**config.mk**
```make
export PLATFORM = sky130hd
export DESIGN_NAME = dchb_regs
export DESIGN_NICKNAME = d
export VERILOG_FILES = /design/src/verilog/dchb_pkg.sv /design/src/verilog/dchb_regs.sv
export SDC_FILE = /design/constraint.sdc
export NUM_CORES = 1
export LEC_CHECK = 0
export ABC_AREA = 1
export BUFFER_PORTS_ARGS = -buffer_cell sky130_fd_sc_hd__buf_4
export CORE_UTILIZATION = 25
export CTS_CLUSTER_DIAMETER = 200
export DETAILED_ROUTE_END_ITERATION = 10
export MAX_ROUTING_LAYER = met4
export PLACE_DENSITY_LB_ADDON = 0.3
export SLEW_MARGIN = 10
export SYNTH_ARGS = -nofsm -noshare
export SYNTH_HDL_FRONTEND = slang
export SYNTH_SLANG_ARGS = --single-unit
export TNS_END_PERCENT = 50
```
**constraint.sdc**
```tcl
create_clock -name clk_sys -period 6.3 [get_ports clk_sys]
set_clock_uncertainty 0.05 [all_clocks]
set_input_delay 0.315 -clock clk_sys [delete_from_list [all_inputs] [get_ports clk_sys]]
set_output_delay 0.315 -clock clk_sys [all_outputs]
set_load 0.02 [all_outputs]
```
**src/verilog/dchb_pkg.sv**
```systemverilog
package dchb_pkg;

  // Register indices (word offsets); byte address is four times the index
  localparam logic [15:0] IDX_MODEL_ID = 16'ha307;
  localparam logic [15:0] IDX_MODEL_LEN = 16'ha308;
  localparam logic [15:0] IDX_CTRL_SRC = 16'ha309;
  localparam logic [15:0] IDX_DEV_HB = 16'ha30a;
  localparam logic [15:0] IDX_HOST_HB = 16'ha30c;
  localparam logic [15:0] IDX_FAULT_CLR = 16'ha30e;
  localparam logic [15:0] IDX_OP_CMD = 16'ha30f;
  // Extra registers for status, interrupts and timeout
  localparam logic [15:0] IDX_STATUS = 16'ha310;
  localparam logic [15:0] IDX_IRQ_STAT = 16'ha311;
  localparam logic [15:0] IDX_IRQ_MASK = 16'ha312;
  localparam logic [15:0] IDX_HB_TIMEOUT = 16'ha313;

  // Model identifier is arbitrary
  localparam logic [15:0] MODEL_ID_VAL = 16'h00a5;
  localparam logic [15:0] MODEL_LEN_VAL = 16'h0007;
  localparam logic [15:0] CTRL_SRC_VAL = 16'h0000;
  localparam logic [31:0] DEV_HB_MAX = 32'h7fffffff;
  localparam logic [31:0] HOST_HB_RST = 32'h00000000;
  localparam logic [15:0] FAULT_CLR_RST = 16'h0000;
  localparam logic [15:0] OP_CMD_RST = 16'h0000;
  localparam logic [15:0] OP_CMD_MAX = 16'h0003;

  // Timing
  localparam int CLK_HZ = 10_000_000;
  localparam int TICK_S = 1;
  localparam int TICK_CYCLES = CLK_HZ * TICK_S;
  localparam logic [15:0] HB_TIMEOUT_RST = 16'h000a;
  localparam int PRECHARGE_US = 100;
  localparam int PRECHARGE_CYCLES = PRECHARGE_US * (CLK_HZ / 1_000_000);

  // Status and interrupt bit positions
  localparam int ST_COMM_ERR = 0;
  localparam int ST_ARMED = 1;
  localparam int ST_DC_CLOSED = 2;
  localparam int ST_AC_CLOSED = 3;
  localparam int ST_POWER_ON = 4;
  localparam int ST_PRECHARGE = 5;
  localparam int IRQ_COMM_ERR = 0;
  localparam int IRQ_BAD_CMD = 1;
  localparam int IRQ_RUN = 2;
  localparam int IRQ_W = 3;

  typedef enum logic [1:0] {
    DCHB_CMD_STOP, DCHB_CMD_START, DCHB_CMD_STBY_IN, DCHB_CMD_STBY_OUT
  } dchb_cmd_t;

  typedef enum {DCHB_OFF, DCHB_PRECHG, DCHB_RUN, DCHB_STBY} dchb_state_t;

  typedef struct packed {
    logic dc_close;
    logic ac_close;
    logic precharge;
    logic power_on;
  } dchb_ctl_t;

endpackage : dchb_pkg

```
**src/verilog/dchb_regs.sv**
```systemverilog
`timescale 1ns/100ps

module dchb_regs
  import dchb_pkg::*;
#(
  parameter int TICK_LEN = TICK_CYCLES
) (
  input wire logic clk_sys,
  input wire logic rst_n,
  input wire logic [31:0] s_axi_awaddr,
  input wire logic s_axi_awvalid,
  output logic s_axi_awready,
  input wire logic [31:0] s_axi_wdata,
  input wire logic [3:0] s_axi_wstrb,
  input wire logic s_axi_wvalid,
  output logic s_axi_wready,
  output logic [1:0] s_axi_bresp,
  output logic s_axi_bvalid,
  input wire logic s_axi_bready,
  input wire logic [31:0] s_axi_araddr,
  input wire logic s_axi_arvalid,
  output logic s_axi_arready,
  output logic [31:0] s_axi_rdata,
  output logic [1:0] s_axi_rresp,
  output logic s_axi_rvalid,
  input wire logic s_axi_rready,
  output dchb_ctl_t ctl_q,
  output logic comm_err_q,
  output logic irq_q
);

  function automatic logic [15:0] word_idx(input logic [31:0] a);
    return a[17:2];
  endfunction : word_idx

  function automatic logic [31:0] merge(input logic [31:0] o, input logic [31:0] n,
                                        input logic [3:0] s);
    logic [31:0] r;
    r = o;
    for (int i = 0; i < 4; i++) begin
      if (s[i]) begin
        r[i*8 +: 8] = n[i*8 +: 8];
      end
    end
    return r;
  endfunction : merge

  ////////////////////////////////////////////////////////////////////////////
  // Write channel: address and data taken in either order
  logic aw_full_q;
  logic w_full_q;
  logic [31:0] awaddr_q;
  logic [31:0] wdata_q;
  logic [3:0] wstrb_q;
  logic wr_fire;
  logic [15:0] wr_idx;
  logic wr_ok;

  assign wr_fire = aw_full_q && w_full_q && !s_axi_bvalid;
  assign wr_idx = word_idx(awaddr_q);

  always_ff @(posedge clk_sys) begin
    if (!rst_n) begin
      aw_full_q <= 1'b0;
      w_full_q <= 1'b0;
      awaddr_q <= 32'h00000000;
      wdata_q <= 32'h00000000;
      wstrb_q <= 4'h0;
      s_axi_awready <= 1'b0;
      s_axi_wready <= 1'b0;
      s_axi_bvalid <= 1'b0;
      s_axi_bresp <= 2'h0;
    end else begin
      s_axi_awready <= !aw_full_q && !s_axi_awready;
      s_axi_wready <= !w_full_q && !s_axi_wready;
      if (s_axi_awvalid && s_axi_awready) begin
        aw_full_q <= 1'b1;
        awaddr_q <= s_axi_awaddr;
        s_axi_awready <= 1'b0;
      end
      if (s_axi_wvalid && s_axi_wready) begin
        w_full_q <= 1'b1;
        wdata_q <= s_axi_wdata;
        wstrb_q <= s_axi_wstrb;
        s_axi_wready <= 1'b0;
      end
      if (wr_fire) begin
        aw_full_q <= 1'b0;
        w_full_q <= 1'b0;
        s_axi_bvalid <= 1'b1;
        s_axi_bresp <= wr_ok ? 2'h0 : 2'h2;
      end else if (s_axi_bvalid && s_axi_bready) begin
        s_axi_bvalid <= 1'b0;
      end
    end
  end

  // Writes to read-only or unmapped words, and out-of-range enums, get SLVERR
  always_comb begin
    unique case (wr_idx)
      IDX_HOST_HB, IDX_IRQ_MASK, IDX_HB_TIMEOUT: wr_ok = 1'b1;
      IDX_FAULT_CLR: wr_ok = (wdata_q[15:0] <= 16'h0001);
      IDX_OP_CMD: wr_ok = (wdata_q[15:0] <= OP_CMD_MAX);
      default: wr_ok = 1'b0;
    endcase
  end

  logic wr_hb;
  logic wr_fclr;
  logic wr_cmd;
  logic wr_bad_cmd;
  assign wr_hb = wr_fire && wr_idx == IDX_HOST_HB;
  assign wr_fclr = wr_fire && wr_idx == IDX_FAULT_CLR && wr_ok;
  assign wr_cmd = wr_fire && wr_idx == IDX_OP_CMD && wr_ok;
  assign wr_bad_cmd = wr_fire && wr_idx == IDX_OP_CMD && !wr_ok;

  ////////////////////////////////////////////////////////////////////////////
  // One-second prescaler and device heartbeat
  logic [31:0] presc_q;
  logic tick_q;
  logic [31:0] dev_hb_q;

  always_ff @(posedge clk_sys) begin
    if (!rst_n) begin
      presc_q <= 32'h00000000;
      tick_q <= 1'b0;
    end else begin
      tick_q <= 1'b0;
      if (presc_q == 32'(TICK_LEN - 1)) begin
        presc_q <= 32'h00000000;
        tick_q <= 1'b1;
      end else begin
        presc_q <= presc_q + 32'h00000001;
      end
    end
  end

  always_ff @(posedge clk_sys) begin
    if (!rst_n) begin
      dev_hb_q <= 32'h00000000;
    end else if (tick_q) begin
      dev_hb_q <= (dev_hb_q == DEV_HB_MAX) ? 32'h00000000 : dev_hb_q + 32'h00000001;
    end
  end

  ////////////////////////////////////////////////////////////////////////////
  // Host heartbeat supervision
  logic [31:0] host_hb_q;
  logic [31:0] hb_new;
  logic armed_q;
  logic [15:0] hb_timeout_q;
  logic [15:0] idle_s_q;
  logic hb_seq_bad;
  logic hb_late;
  logic [IRQ_W-1:0] irq_stat_q;
  logic [IRQ_W-1:0] irq_mask_q;
  logic [15:0] fclr_q;
  logic [15:0] op_cmd_q;

  assign hb_new = merge(host_hb_q, wdata_q, wstrb_q);
  // Host must write previous plus one or zero
  assign hb_seq_bad = wr_hb && armed_q && hb_new != 32'h00000000 &&
                      hb_new != host_hb_q + 32'h00000001;
  assign hb_late = armed_q && tick_q && !wr_hb && idle_s_q + 16'h0001 >= hb_timeout_q;

  always_ff @(posedge clk_sys) begin
    if (!rst_n) begin
      host_hb_q <= HOST_HB_RST;
      armed_q <= 1'b0;
      idle_s_q <= 16'h0000;
    end else begin
      if (wr_hb) begin
        host_hb_q <= hb_new;
        armed_q <= 1'b1;
        idle_s_q <= 16'h0000;
      end else if (armed_q && tick_q) begin
        idle_s_q <= (idle_s_q == 16'hffff) ? idle_s_q : idle_s_q + 16'h0001;
      end
    end
  end

  // Latched fault; a new error in the clear cycle wins
  always_ff @(posedge clk_sys) begin
    if (!rst_n) begin
      comm_err_q <= 1'b0;
    end else if (hb_seq_bad || hb_late) begin
      comm_err_q <= 1'b1;
    end else if (wr_fclr && wdata_q[0]) begin
      comm_err_q <= 1'b0;
    end
  end

  always_ff @(posedge clk_sys) begin
    if (!rst_n) begin
      fclr_q <= FAULT_CLR_RST;
      op_cmd_q <= OP_CMD_RST;
      hb_timeout_q <= HB_TIMEOUT_RST;
      irq_mask_q <= '0;
    end else if (wr_fire && wr_ok) begin
      if (wr_idx == IDX_FAULT_CLR) fclr_q <= wdata_q[15:0];
      if (wr_idx == IDX_OP_CMD) op_cmd_q <= wdata_q[15:0];
      if (wr_idx == IDX_HB_TIMEOUT) hb_timeout_q <= wdata_q[15:0];
      if (wr_idx == IDX_IRQ_MASK) irq_mask_q <= wdata_q[IRQ_W-1:0];
    end
  end

  ////////////////////////////////////////////////////////////////////////////
  // Operation sequencer; a comm fault forces a stop
  dchb_state_t st_q;
  logic [15:0] pc_cnt_q;

  always_ff @(posedge clk_sys) begin
    if (!rst_n) begin
      st_q <= DCHB_OFF;
      pc_cnt_q <= 16'h0000;
    end else if (comm_err_q || (wr_cmd && wdata_q[1:0] == DCHB_CMD_STOP)) begin
      st_q <= DCHB_OFF;
    end else begin
      unique case (st_q)
        DCHB_OFF: begin
          if (wr_cmd && wdata_q[1:0] == DCHB_CMD_START) begin
            st_q <= DCHB_PRECHG;
            pc_cnt_q <= 16'h0000;
          end
        end
        DCHB_PRECHG: begin
          if (pc_cnt_q == 16'(PRECHARGE_CYCLES - 1)) st_q <= DCHB_RUN;
          else pc_cnt_q <= pc_cnt_q + 16'h0001;
        end
        DCHB_RUN: begin
          if (wr_cmd && wdata_q[1:0] == DCHB_CMD_STBY_IN) st_q <= DCHB_STBY;
        end
        DCHB_STBY: begin
          if (wr_cmd && wdata_q[1:0] == DCHB_CMD_STBY_OUT) st_q <= DCHB_RUN;
        end
      endcase
    end
  end

  always_ff @(posedge clk_sys) begin
    if (!rst_n) begin
      ctl_q <= '0;
    end else begin
      ctl_q.precharge <= (st_q == DCHB_PRECHG);
      ctl_q.dc_close <= (st_q == DCHB_RUN || st_q == DCHB_STBY);
      ctl_q.ac_close <= (st_q == DCHB_RUN || st_q == DCHB_STBY);
      ctl_q.power_on <= (st_q == DCHB_RUN);
    end
  end

  ////////////////////////////////////////////////////////////////////////////
  // Interrupts: sticky, cleared by reading, set wins over clear
  logic rd_irq_clr;
  logic [IRQ_W-1:0] irq_set;
  assign irq_set = {ctl_q.power_on == 1'b0 && st_q == DCHB_RUN, wr_bad_cmd,
                    hb_seq_bad || hb_late};

  always_ff @(posedge clk_sys) begin
    if (!rst_n) begin
      irq_stat_q <= '0;
      irq_q <= 1'b0;
    end else begin
      irq_stat_q <= (rd_irq_clr ? '0 : irq_stat_q) | irq_set;
      irq_q <= |(irq_stat_q & irq_mask_q);
    end
  end

  ////////////////////////////////////////////////////////////////////////////
  // Read channel
  logic [31:0] rd_val;
  logic [15:0] rd_idx;
  assign rd_idx = word_idx(s_axi_araddr);
  assign rd_irq_clr = s_axi_arvalid && s_axi_arready && rd_idx == IDX_IRQ_STAT;

  always_comb begin
    rd_val = 32'h00000000;
    unique case (rd_idx)
      IDX_MODEL_ID: rd_val = {16'h0000, MODEL_ID_VAL};
      IDX_MODEL_LEN: rd_val = {16'h0000, MODEL_LEN_VAL};
      IDX_CTRL_SRC: rd_val = {16'h0000, CTRL_SRC_VAL};
      IDX_DEV_HB: rd_val = dev_hb_q;
      IDX_HOST_HB: rd_val = host_hb_q;
      IDX_FAULT_CLR: rd_val = {16'h0000, fclr_q};
      IDX_OP_CMD: rd_val = {16'h0000, op_cmd_q};
      IDX_STATUS: rd_val = {26'h0000000, ctl_q.precharge, ctl_q.power_on, ctl_q.ac_close,
                            ctl_q.dc_close, armed_q, comm_err_q};
      IDX_IRQ_STAT: rd_val = {29'h00000000, irq_stat_q};
      IDX_IRQ_MASK: rd_val = {29'h00000000, irq_mask_q};
      IDX_HB_TIMEOUT: rd_val = {16'h0000, hb_timeout_q};
      default: rd_val = 32'h00000000;
    endcase
  end

  always_ff @(posedge clk_sys) begin
    if (!rst_n) begin
      s_axi_arready <= 1'b0;
      s_axi_rvalid <= 1'b0;
      s_axi_rdata <= 32'h00000000;
      s_axi_rresp <= 2'h0;
    end else begin
      s_axi_arready <= !s_axi_rvalid && !s_axi_arready && !s_axi_arvalid ? 1'b0 :
                       (!s_axi_rvalid && !s_axi_arready);
      if (s_axi_arvalid && s_axi_arready) begin
        s_axi_arready <= 1'b0;
        s_axi_rvalid <= 1'b1;
        s_axi_rdata <= rd_val;
        s_axi_rresp <= (rd_idx < IDX_MODEL_ID || rd_idx > IDX_HB_TIMEOUT ||
                        rd_idx == 16'ha30b || rd_idx == 16'ha30d) ? 2'h2 : 2'h0;
      end else if (s_axi_rvalid && s_axi_rready) begin
        s_axi_rvalid <= 1'b0;
      end
    end
  end

  ////////////////////////////////////////////////////////////////////////////
  // Checks
  wrap_to_zero_a: assert property (@(posedge clk_sys) disable iff (!rst_n)
    tick_q && dev_hb_q == DEV_HB_MAX |=> dev_hb_q == 32'h00000000)
    else $error("device heartbeat did not wrap");
  hb_step_a: assert property (@(posedge clk_sys) disable iff (!rst_n)
    tick_q && dev_hb_q != DEV_HB_MAX |=> dev_hb_q == $past(dev_hb_q) + 32'h00000001)
    else $error("device heartbeat step wrong");
  hb_hold_a: assert property (@(posedge clk_sys) disable iff (!rst_n)
    !tick_q |=> $stable(dev_hb_q))
    else $error("device heartbeat moved without tick");
  tick_period_a: assert property (@(posedge clk_sys) disable iff (!rst_n)
    tick_q |=> !tick_q)
    else $error("tick longer than one cycle");
  unarmed_quiet_a: assert property (@(posedge clk_sys) disable iff (!rst_n)
    !armed_q && !wr_hb |=> !armed_q && $stable(comm_err_q))
    else $error("supervision acted before first write");
  seq_fault_a: assert property (@(posedge clk_sys) disable iff (!rst_n)
    hb_seq_bad |=> comm_err_q ##2 !ctl_q.dc_close)
    else $error("bad heartbeat not faulted");
  fault_clear_a: assert property (@(posedge clk_sys) disable iff (!rst_n)
    wr_fclr && wdata_q[0] && !hb_seq_bad && !hb_late |=> !comm_err_q)
    else $error("fault reset ignored");
  stop_opens_a: assert property (@(posedge clk_sys) disable iff (!rst_n)
    wr_cmd && wdata_q[1:0] == DCHB_CMD_STOP |=> ##1 !ctl_q.dc_close && !ctl_q.ac_close)
    else $error("stop did not open contactors");
  start_prechg_a: assert property (@(posedge clk_sys) disable iff (!rst_n)
    st_q == DCHB_OFF && wr_cmd && wdata_q[1:0] == DCHB_CMD_START && !comm_err_q
    |=> ##1 ctl_q.precharge && !ctl_q.dc_close)
    else $error("start did not precharge first");
  stby_a: assert property (@(posedge clk_sys) disable iff (!rst_n)
    st_q == DCHB_STBY |=> !ctl_q.power_on)
    else $error("power on during standby");
  len_a: assert property (@(posedge clk_sys) disable iff (!rst_n)
    s_axi_arvalid && s_axi_arready && rd_idx == IDX_MODEL_LEN |=> s_axi_rdata == 32'h7)
    else $error("model length wrong");
  late_a: assert property (@(posedge clk_sys) disable iff (!rst_n)
    hb_late |=> comm_err_q)
    else $error("late heartbeat not faulted");

  cov_wrap_c: cover property (@(posedge clk_sys) tick_q && dev_hb_q == DEV_HB_MAX);
  cov_fault_c: cover property (@(posedge clk_sys) hb_seq_bad);
  cov_run_c: cover property (@(posedge clk_sys) st_q == DCHB_RUN ##1 st_q == DCHB_STBY);
  cov_irq_c: cover property (@(posedge clk_sys) irq_q);

endmodule : dchb_regs

```
==> impl_metrics.env, run 1 <==
export IMPL_fin_ws_ns=3.229
export IMPL_async_flop_share_pct=0
export IMPL_clock_path_buffers=3
export IMPL_max_freq_ghz=0.3256
export IMPL_period_share_pct=48.75
export IMPL_rows=89
export IMPL_internal_power_w=0.003229
export IMPL_vias_per_cell=4.658
export IMPL_ys_ff_latch=284
export IMPL_wl_um=46310
export IMPL_ir_drop_uv=131.0
export IMPL_io_buffers=119
export IMPL_diodes=0
export IMPL_seq_power_share_pct=44.1
export IMPL_drive_gt1_share_pct=10.45
export IMPL_timing_rr_end="comm_err_q"
export IMPL_cp_start_kind="register"
export IMPL_relSlewSlack_pct=21.06
export IMPL_antenna_found_initial=0
export IMPL_cp_required_ns=6.67
export IMPL_h_tree_depth=2
export IMPL_cp_arrival_ns=3.44
export IMPL_ys_top_cells_by_area="dfxtp_1 38%, nand2_1 11%, inv_1 7.7%"
export IMPL_die_w_um=246
export IMPL_clock_latency_ns=0.54
export IMPL_num_io_pins=154
export IMPL_place_congestion=0.8993
export IMPL_p_sw_share_pct=23.43
export IMPL_final_util_pct=30.50
export IMPL_hold_class="input pin to register"
export IMPL_drt_iter0_markers=918
export IMPL_syn_inst=2223
export IMPL_first_pass_iters=5
export IMPL_cts_tree="built"
export IMPL_drv_cap=0
export IMPL_critPathCapture="comm_err_q"
export IMPL_postSynthAreaPerCell_um2=6.696
export IMPL_power_frac_comb_pct=5.8
export IMPL_finalSetupViolations=0
export IMPL_p_leak_nw=7.017
export IMPL_antenna_left=0
export IMPL_clock_root_buffer="clkbuf_16"
export IMPL_maxSlewViolCount=0
export IMPL_fin_tns_setup_ns=0
export IMPL_numClockSinks=284
export IMPL_endpoint_kind="register"
export IMPL_synthToLayoutAreaGrowth_pct=20.72
export IMPL_status="complete, no violations"
export IMPL_grt_usage_pct=15.59
export IMPL_synth_distinct_cells=56
export IMPL_drc_errors=0
export IMPL_synth_top_area_cell="dfxtp_1"
export IMPL_power_switching_w=0.0009880
export IMPL_ys_seq_area_share_pct=38.20
export IMPL_grt_pass1_wl_um=73460
export IMPL_dp_hpwl_um=34080
export IMPL_max_slew_worst_pin_slew_ns=1.180
export IMPL_cts_clk_slew_worst_paths_ns=0.06
export IMPL_rsz0062_at_grt="no"
export IMPL_vias=14610
export IMPL_die_y_um=246
export IMPL_fin_crit_ns=3.071
export IMPL_grt_pass1_vias=13860
export IMPL_timing_rr_start="idle_s_q[0]"
export IMPL_core_um2=58910
export IMPL_hold_violations=0
export IMPL_reg2regPathDepth=17
export IMPL_drt_wirelength_per_cell_um=14.76
export IMPL_nets=2467
export IMPL_postCtsSetupRepairBufs=0
export IMPL_synth_edf_count=0
export IMPL_grt_max_degree=65
export IMPL_overflow=0
export IMPL_cts_buffers=35
export IMPL_crit_fanout=5
export IMPL_yosysTopAreaCellShare_pct=38.20
export IMPL_dieArea_um2=60520
export IMPL_critPathLaunch="idle_s_q[0]"
export IMPL_hold_depth=3
export IMPL_initial_utilization_pct=25.27
export IMPL_ff2ff_setup_slack_ns=3.23
export IMPL_syn_area_um2=14880
export IMPL_pwr_density_cell_nw_per_um2=234.7
export IMPL_cts_resized=0
export IMPL_worstSetupPathType="register to register"
export IMPL_ys_warnings_count=0
export IMPL_clkPwrFrac_pct=50.1
export IMPL_place_ws_ns=3.189
export IMPL_synth_flop_cell="dfxtp_1"
cell families (layout without fill, tap and decap cells):
logic type / count (synthesis) / after routing / synth area share (%)
compound gates: 443 / 443 / 16.30
xor+xnor: 52 / 52 / 3.060
fa+ha+maj: 21 / 21 / 1.765
other cells: 1 / 2 / 0.02519
flops: 284 / 284 / 38.20
simple gates: 1030 / 1030 / 30.48
buf+inv: 392 / 532 / 10.17
per-layer routing:
metal	part of all wire (%)	routed length, um	GRT usage (%)	vias up
li1	-	-	-	7479
met1	46	21530	19.78	6741
met3	4.4	2043	2.004	68
met4	2.5	1156	4.987	0
met5	0	0	-	-
met2	47	21580	25.50	324
area by class of cell:
class / instances / area, um2
multi-input cells: 1548 / 7691
flip-flops and latches: 284 / 5685
clock inverters: 10 / 158.9
clock buffers: 52 / 1042
inverters: 313 / 1175
repair buffers: 157 / 1249
well taps: 773 / 967.2
fillers: 6319 / 40940
stage by stage:
step	std cells	total power [W]	hold slack, ns	area [um2]
2_1_floorplan	2224	0.002025	0.3513	14890
3_3_place_gp	3047	0.002127	0.3620	16490
3_5_place_dp	3047	0.002130	0.3609	16490
4_1_cts	3137	0.004284	0.00009570	17970
5_1_grt	3137	0.004390	0.02286	17970
6_report	3137	0.004217	0.02549	17970
worst max-delay path, cell delays in order, from the launching register on:
cell and delay, ns:
dfxtp_1 0.42, nand3_1 0.16, nor3_2 0.27, inv_1 0.10, nor3_1 0.20, nand4_1 0.19
nor3b_1 0.27, xnor2_1 0.17, inv_1 0.07, ha_1 0.28, nand2_1 0.09, nor2_1 0.05
a211oi_1 0.20, nand2_1 0.15, nand2_1 0.12, nand3_1 0.08, nand2_1 0.06, inv_1 0.04
layout by cell type, fill, tap and decap left out, drive strengths merged, types with 2 or more instances in the layout:
cell type	count
nand3	127
or2	14
nand4	29
bufinv	4
nand3b	4
a211oi	11
o21bai	3
nand2	446
a31oi	2
dfxtp	284
ha	21
buf	129
nor3	86
o211ai	5
clkinv	6
a21oi	180
dlygate4sd3	28
nor4	15
o31ai	11
clkbuf	52
conb	2
o21ai	163
xnor2	12
o22ai	54
clkinvlp	2
and2	2
inv	311
xor2	40
nor3b	9
o21a	6
nor2	296
power groups by stage:
stage	Sequential (W)	Combinational (W)	Clock (W)
floorplan	0.00188	0.000141	0
global placement	0.00190	0.000229	0
detailed placement	0.00190	0.000232	0
CTS	0.00186	0.000247	0.00218
global route	0.00186	0.000275	0.00225
finish	0.00186	0.000245	0.00211
registers in the layout, indices dropped and copies added (netlist names), 32 cells and up:
signal,flops
dev_hb_q,32
host_hb_q,32
presc_q,32
s_axi_rdata,32
wdata_q,32
Yosys cell counts (2+ instances only):
cell type,n
nand3_1,123
inv_1,306
dfxtp_1,284
o21ai_0,160
nand4_1,28
buf_4,5
buf_6,2
clkinv_1,3
o21a_1,6
nor4_1,14
o31ai_1,11
o22ai_1,54
o21bai_1,3
a31oi_1,2
or2_2,13
nand2_1,439
xor2_1,40
nor2_4,4
and2_1,2
a21oi_1,179
a211oi_1,11
nor3b_1,9
nand2_4,2
nand3b_1,4
ha_1,21
inv_2,4
nand3_2,4
o211ai_1,5
buf_2,7
nor2_2,13
clkbuf_1,60
nor2_1,278
nand2_2,5
nor3_2,10
buf_1,5
nor3_1,76
xnor2_1,12
timing repair:
item | in CTS | in global routing
setup endpoints to repair | 0 | 0
hold buffers | 28 | 0
hold endpoints to repair | 28 | 0
worst min path at each step:
stage / slack, ns / to / start
6_report: 0.03 / wdata_q[29] / s_axi_wdata[29]
5_1_grt: 0.02 / wdata_q[29] / s_axi_wdata[29]
4_1_cts: 0.0001 / awaddr_q[12] / s_axi_awaddr[12]
3_5_place_dp: 0.36 / s_axi_wready / w_full_q
3_3_place_gp: 0.36 / s_axi_wready / w_full_q
2_1_floorplan: 0.35 / s_axi_awready / aw_full_q
Note: power is estimated with default switching activity, not from simulation.
==> inputs of run 2 (changes only) <==
--- a/config.mk
+++ b/config.mk
@@ -5,7 +5,7 @@
 export SDC_FILE = /design/constraint.sdc
 export NUM_CORES = 1
 export LEC_CHECK = 0
-export ABC_AREA = 1
+export ABC_AREA = 0
 export BUFFER_PORTS_ARGS = -buffer_cell sky130_fd_sc_hd__buf_4
 export CORE_UTILIZATION = 25
 export CTS_CLUSTER_DIAMETER = 200
==> constraint.sdc (replaced) <==
create_clock -name clk_sys -period 3.1 [get_ports clk_sys]
set_clock_uncertainty 0.05 [all_clocks]
set_input_delay 0.155 -clock clk_sys [delete_from_list [all_inputs] [get_ports clk_sys]]
set_output_delay 0.155 -clock clk_sys [all_outputs]
set_load 0.02 [all_outputs]
==> run 2 against run 1 <==
- global-route usage shrank 0.29 points
- highest routed layer unchanged
- via count shrank 14%
- critical endpoint is now irq_stat_q[0]
- fmax grew 7.7%
- total power grew 96%
- sequential cell count is the same
- largest power group unchanged
- worst setup slack lost 3.0 ns
- first-iteration DRC count shrank 8.1%
- core utilization grew 1.6 points
==> impl_metrics.env, run 2 <==
export IMPL_status="complete, no violations"
export IMPL_async_flop_share_pct=0
export IMPL_synth_top_area_cell="dfxtp_1"
export IMPL_io_buffers=119
export IMPL_max_slew_worst_pin_slew_ns=0.6698
export IMPL_cts_clk_slew_worst_paths_ns=0.06
export IMPL_ys_seq_area_share_pct=40.22
export IMPL_syn_inst=1693
export IMPL_yosysMostFrequentCell="nand2_1"
export IMPL_synth_distinct_cells=82
export IMPL_hold_violations=0
export IMPL_numClockSinks=284
export IMPL_initial_utilization_pct=25.46
export IMPL_internal_power_w=0.006376
export IMPL_power_frac_comb_pct=5.6
export IMPL_drc_errors=0
export IMPL_fin_crit_ns=2.852
export IMPL_cp_start_kind="register"
export IMPL_ys_ff_latch=284
export IMPL_pwr_density_cell_nw_per_um2=464.5
export IMPL_p_leak_nw=6.862
export IMPL_wl_um=42040
export IMPL_die_y_um=239.8
export IMPL_clkPwrFrac_pct=49.2
export IMPL_place_ws_ns=0.1609
export IMPL_dp_hpwl_um=30790
export IMPL_first_pass_iters=7
export IMPL_nFillCells=5854
export IMPL_antenna_found_initial=0
export IMPL_register_area_um2=5690
export IMPL_h_tree_depth=2
export IMPL_drv_cap=0
export IMPL_hold_class="input pin to register"
export IMPL_timing_rr_end="irq_stat_q[0]"
export IMPL_cp_arrival_ns=3.24
export IMPL_drive_gt1_share_pct=15.95
export IMPL_seq_power_share_pct=45.2
export IMPL_crit_fanout=5
export IMPL_diodes=0
export IMPL_ys_warnings_count=0
export IMPL_rows=86
export IMPL_yosysTopAreaCellShare_pct=40.22
export IMPL_ir_drop_uv=291.0
export IMPL_cpPeakStageDelay_ns=0.37
export IMPL_reg2regPathDepth=13
export IMPL_final_cell_mix="315 x nand2_1, 282 x dfxtp_1, 185 x buf_4"
export IMPL_placed_cells=2530
export IMPL_fin_ws_ns=0.2476
export IMPL_overflow=0
export IMPL_rsz0062_at_grt="no"
export IMPL_yosys_top_cells_count="315 x nand2_1, 284 x dfxtp_1, 131 x nor2_1"
export IMPL_final_common_cell="nand2_1"
export IMPL_core_um2=55520
export IMPL_die_w_um=239.8
export IMPL_cts_buffers=35
export IMPL_worstSetupPathType="register to register"
export IMPL_fin_tns_setup_ns=0
export IMPL_final_cells=2648
export IMPL_design_area_um2=17830
export IMPL_vias=12540
export IMPL_dieArea_um2=57490
export IMPL_path_cells="ha_2, nand3_1, nor3_2, and4_1, and3_2, xor2_1, ha_1, a21o_1, a21oi_1, o21ai_0, o21a_1, a311oi_1, nand2_1"
export IMPL_grt_max_degree=106
export IMPL_endpoint_kind="register"
export IMPL_num_io_pins=154
export IMPL_grt_pass1_vias=12150
export IMPL_vias_per_cell=4.736
export IMPL_slowest_stage="dfxtp_4"
export IMPL_synth_flop_cell="dfxtp_1"
export IMPL_postSynthAreaPerCell_um2=8.349
export IMPL_clock_root_buffer="clkbuf_16"
export IMPL_finalSetupViolations=0
export IMPL_p_sw_share_pct=23.03
export IMPL_relSlewSlack_pct=54.19
export IMPL_drt_iter0_markers=844
export IMPL_clock_path_buffers=3
export IMPL_clock_latency_ns=0.55
export IMPL_nets=2004
export IMPL_multi_input_area_um2=7944
export IMPL_timing_rr_start="idle_s_q[0]"
export IMPL_placed_cell_area_um2=16100
export IMPL_maxSlewViolCount=0
export IMPL_max_freq_ghz=0.3506
export IMPL_syn_area_um2=14130
export IMPL_drt_wirelength_per_cell_um=15.88
export IMPL_place_congestion=0.9077
export IMPL_period_share_pct=92.01
export IMPL_grt_pass1_wl_um=67660
export IMPL_critPathCapture="irq_stat_q[0]"
export IMPL_synthToLayoutAreaGrowth_pct=26.18
export IMPL_cp_required_ns=3.48
export IMPL_ys_top_cells_by_area="dfxtp_1 40%, nand2_1 8.4%, xor2_1 5.8%"
export IMPL_grt_usage_pct=15.30
export IMPL_synth_edf_count=0
export IMPL_antenna_left=0
export IMPL_fin_hold_ws_ns=0.02909
export IMPL_ff2ff_setup_slack_ns=0.25
export IMPL_cts_tree="built"
export IMPL_power_switching_w=0.001908
export IMPL_critPathLaunch="idle_s_q[0]"
## run 2: changes by cell type in the layout (fill, tap and decap cells not counted), moves of 52 or more
cell / delta
inv_1: -274
nand2_1: -123
o22ai_1: -52
nor3_1: -55
nand3_1: -69
xor2_1: +53
buf_4: +56
a21oi_1: -125
a21boi_0: +89
o21ai_0: -132
nor2_1: -149
## run 2: power groups by stage
stage	Sequential, W	Clock (W)	Combinational (W)
after floorplan	0.00381	0	0.000223
after global placement	0.00382	0	0.000408
after detailed placement	0.00382	0	0.000411
after CTS	0.00374	0.00421	0.000467
after global routing	0.00375	0.00437	0.000508
final	0.00374	0.00408	0.000465
## run 2: cell families (layout without fill, tap and decap cells)
| kind of cell | after synthesis | count (layout) | synth area share, % |
|---|---|---|---|
| AO/OA/AOI/OAI | 291 | 291 | 14.30 |
| XOR/XNOR | 128 | 128 | 7.931 |
| adder cells (fa/ha/maj) | 21 | 21 | 1.859 |
| buffers and inverters | 130 | 336 | 3.780 |
| flip-flops | 284 | 284 | 40.22 |
| multiplexers | 43 | 43 | 3.417 |
| other | 1 | 2 | 0.02653 |
| AND/OR/NAND/NOR | 795 | 795 | 28.46 |
## run 2: worst min path at each step
stage	from	slack, ns	to	depth (start not counted)
6_report	rst_n	0.03	s_axi_bresp[1]	2
5_1_grt	rst_n	0.04	awaddr_q[13]	2
4_1_cts	rst_n	0.007	s_axi_bvalid	2
3_5_place_dp	s_axi_arvalid	0.36	s_axi_arready	3
3_3_place_gp	s_axi_arvalid	0.36	s_axi_arready	3
2_1_floorplan	s_axi_arvalid	0.22	s_axi_arready	2
## run 2: area by class of cell
| class | count | share of cell area (%) |
|---|---|---|
| multi-input combinational | 1280 | 44.54 |
| inverter | 32 | 0.6735 |
| timing repair buffer | 243 | 11.21 |
| sequential | 284 | 31.91 |
| clock inverter | 15 | 0.7577 |
| tap | 748 | 5.248 |
| clock buffer | 46 | 5.662 |
## run 2: per-stage QoR
| step | utilization [%] | power, W |
|---|---|---|
| floorplan | - | 0.004037 |
| global placement | 29.00 | 0.004229 |
| detailed placement | 29.00 | 0.004234 |
| CTS | 32.06 | 0.008421 |
| global route | 32.12 | 0.008623 |
| finish | 32.12 | 0.008284 |
## run 2: routing by layer
layer / up-vias / global-route usage (%) / share of wire, %
met4: 0 / 4.429 / 2.3
met3: 63 / 2.558 / 4.6
met5: - / - / 0
li1: 6270 / - / -
met1: 5927 / 20.91 / 49
met2: 282 / 22.95 / 44
## run 2: what timing repair did
| action | CTS | global route |
|---|---|---|
| setup endpoints to repair | 0 | 2 |
| endpoints found under the hold margin | 55 | 0 |
| resized for setup | 0 | 8 |
| buffers inserted | 0 | 2 |
| hold buffers | 55 | 0 |
## run 2: critical path: cells and delay by family, from the launching register on
family,cells,cell delay (ns)
xor gates and xnor gates,1,0.16
adders and majority gates,2,0.46
AOI/OAI and AO/OA,5,0.81
and+or+nand+nor,5,0.91
DFF,1,0.37
==> inputs of run 3 (changes only) <==
--- a/config.mk
+++ b/config.mk
@@ -8,10 +8,12 @@
 export ABC_AREA = 0
 export BUFFER_PORTS_ARGS = -buffer_cell sky130_fd_sc_hd__buf_4
 export CORE_UTILIZATION = 25
+export CTS_BUF_LIST = sky130_fd_sc_hd__clkbuf_4 sky130_fd_sc_hd__clkbuf_8
 export CTS_CLUSTER_DIAMETER = 200
 export DETAILED_ROUTE_END_ITERATION = 10
 export MAX_ROUTING_LAYER = met4
 export PLACE_DENSITY_LB_ADDON = 0.3
+export RECOVER_POWER = 100
 export SLEW_MARGIN = 10
 export SYNTH_ARGS = -nofsm -noshare
 export SYNTH_HDL_FRONTEND = slang
==> run 3 against run 2 <==
- the run now ends with max-capacitance violations, max-slew violations left
- hold slack gained 0.11 ns
- wire length grew 1.8%
- non-clock buffer count grew 18
- total power is essentially flat
- combinational power grew 1%
- register-to-register slack lost 0.04 ns
- clock power is essentially flat
- cell count grew 1.9%
- worst setup slack lost 0.044 ns
==> impl_metrics.env, run 3 (synthesis results as in run 2) <==
export IMPL_status="finished, violations left"
export IMPL_violations="max-capacitance violations, max-slew violations"
export IMPL_max_slew_worst_pin_slew_ns=1.810
export IMPL_clock_latency_ns=0.63
export IMPL_ir_drop_uv=282.9
export IMPL_hold_class="input pin to register"
export IMPL_drc_errors=0
export IMPL_core_um2=55520
export IMPL_p_total_w=0.008281
export IMPL_final_common_cell="nand2_1"
export IMPL_finalSetupViolations=0
export IMPL_fin_tns_setup_ns=0
export IMPL_h_tree_depth=2
export IMPL_crit_fanout=16
export IMPL_dp_hpwl_um=30790
export IMPL_cp_required_ns=3.60
export IMPL_synthToLayoutAreaGrowth_pct=25.79
export IMPL_cp_start_kind="input pin"
export IMPL_die_y_um=239.8
export IMPL_first_pass_iters=5
export IMPL_grt_pass1_vias=12440
export IMPL_grt_max_degree=106
export IMPL_relSlewSlack_pct=-20.68
export IMPL_dieArea_um2=57490
export IMPL_timing_rr_start="awaddr_q[12]"
export IMPL_drt_iter0_markers=880
export IMPL_period_share_pct=93.44
export IMPL_m1WireLength_um=20540
export IMPL_clock_path_buffers=3
export IMPL_critPathCapture="s_axi_rdata[30]"
export IMPL_hold_violations=0
export IMPL_endpoint_kind="register"
export IMPL_overflow=0
export IMPL_clock_root_buffer="clkbuf_8"
export IMPL_cts_tree="built"
export IMPL_ff2ff_setup_slack_ns=0.21
export IMPL_timing_rr_end="comm_err_q"
export IMPL_worstSetupPathType="input pin to register"
export IMPL_cts_buffers=52
export IMPL_initial_utilization_pct=25.46
export IMPL_antenna_left=0
export IMPL_nets=2039
export IMPL_fin_hold_ws_ns=0.1428
export IMPL_drt_wirelength_per_cell_um=15.86
export IMPL_drive_gt1_share_pct=14.27
export IMPL_reg2regPathDepth=8
export IMPL_wl_met3_um=2189
export IMPL_die_w_um=239.8
export IMPL_critPathLaunch="s_axi_araddr[2]"
export IMPL_drv_cap=2
export IMPL_cp_arrival_ns=3.39
export IMPL_rsz0062_at_grt="no"
export IMPL_top_layer="met4"
export IMPL_grt_usage_pct=15.49
export IMPL_numClockSinks=284
export IMPL_rows=86
export IMPL_io_buffers=119
export IMPL_place_congestion=0.9077
export IMPL_vias=12660
export IMPL_vias_per_cell=4.693
export IMPL_grt_pass1_wl_um=68750
export IMPL_wl_um=42780
export IMPL_final_cell_mix="315 x nand2_1, 282 x dfxtp_1, 131 x buf_4"
export IMPL_fin_crit_ns=2.897
export IMPL_max_freq_ghz=0.3452
export IMPL_p_leak_nw=6.779
export IMPL_num_io_pins=154
export IMPL_antenna_found_initial=1
export IMPL_wl_met2_um=19140
export IMPL_pwr_density_cell_nw_per_um2=465.7
export IMPL_cts_clk_slew_worst_paths_ns=0.06
export IMPL_maxSlewViolCount=143
-- run 3: changes by cell type in the layout (fill, tap and decap cells not counted), moves of 4 or more --
cell | previous run | this run
clkbuf_8 | 5 | 63
buf_4 | 185 | 131
clkbuf_1 | 4 | 53
clkbuf_16 | 37 | 0
dlygate4sd3_1 | 55 | 73
clkbuf_4 | 0 | 17
and2_0 | 0 | 16
and2_1 | 36 | 20
o21ai_0 | 28 | 34
clkinv_2 | 9 | 4
o21ai_1 | 12 | 7
nor4_1 | 16 | 20
nor4_2 | 7 | 3
-- run 3: metrics by stage --
step	instances	util [%]	cell area, um2	setup slack [ns]
6_report	2697	32.02	17780	0.2035
5_1_grt	2697	32.02	17780	0.01068
4_1_cts	2694	32.45	18010	0.1403
3_3_place_gp	2530	29.00	16100	0.1220
2_1_floorplan	1694	-	14140	0.1833
3_5_place_dp	2530	29.00	16100	0.1609
-- run 3: worst max-delay path: stages --
cell	delay, ns
dlygate4sd3_1	0.56
buf_4	0.19
nand2b_1	0.22
nor4_1	0.36
and2_0	0.63
clkbuf_1	0.68
a22oi_1	0.27
o21ai_1	0.18
and2_1	0.13
-- run 3: repair_timing --
| action | in CTS | in global routing |
|---|---|---|
| hold buffers | 73 | 0 |
| endpoints found under the setup margin | 0 | 2 |
| gates resized for setup | 0 | 8 |
| setup buffers | 0 | 2 |
| hold endpoints to repair | 83 | 0 |
-- run 3: area by class of cell --
| cell class | count | area, um2 |
|---|---|---|
| inverters | 32 | 120.1 |
| clock inverters | 11 | 185.2 |
| repair buffers | 261 | 1948 |
| diodes | 1 | 2.502 |
| multi-input cells | 1280 | 7904 |
| fillers | 5912 | 37740 |
| well taps | 748 | 935.9 |
| flip-flops and latches | 284 | 5690 |
| clock buffers | 80 | 994.7 |
-- run 3: worst min path at each step --
| stage | from | to | slack (ns) | cells past startpoint |
|---|---|---|---|---|
| floorplan | s_axi_arvalid | s_axi_arready | 0.22 | 2 |
| global placement | s_axi_arvalid | s_axi_arready | 0.36 | 3 |
| detailed placement | s_axi_arvalid | s_axi_arready | 0.36 | 3 |
| CTS | s_axi_wvalid | wstrb_q[0] | 0.02 | 5 |
| global route | s_axi_araddr[4] | s_axi_rdata[3] | 0.15 | 5 |
| finish | s_axi_awvalid | awaddr_q[9] | 0.14 | 4 |
-- run 3: power breakdown --
group / total [W] / internal [W] / switching (W)
Sequential: 0.00374 / 0.00369 / 0.0000485
Combinational: 0.000470 / 0.000231 / 0.000240
Clock: 0.00407 / 0.00245 / 0.00162
Total: 0.00828 / 0.00637 / 0.00191
-- run 3: metal layers --
layer	GRT usage, %	vias up
met1	21.00	5970
li1	-	6329
met3	2.270	55
met2	23.52	303
met4	4.876	0
met5	-	-
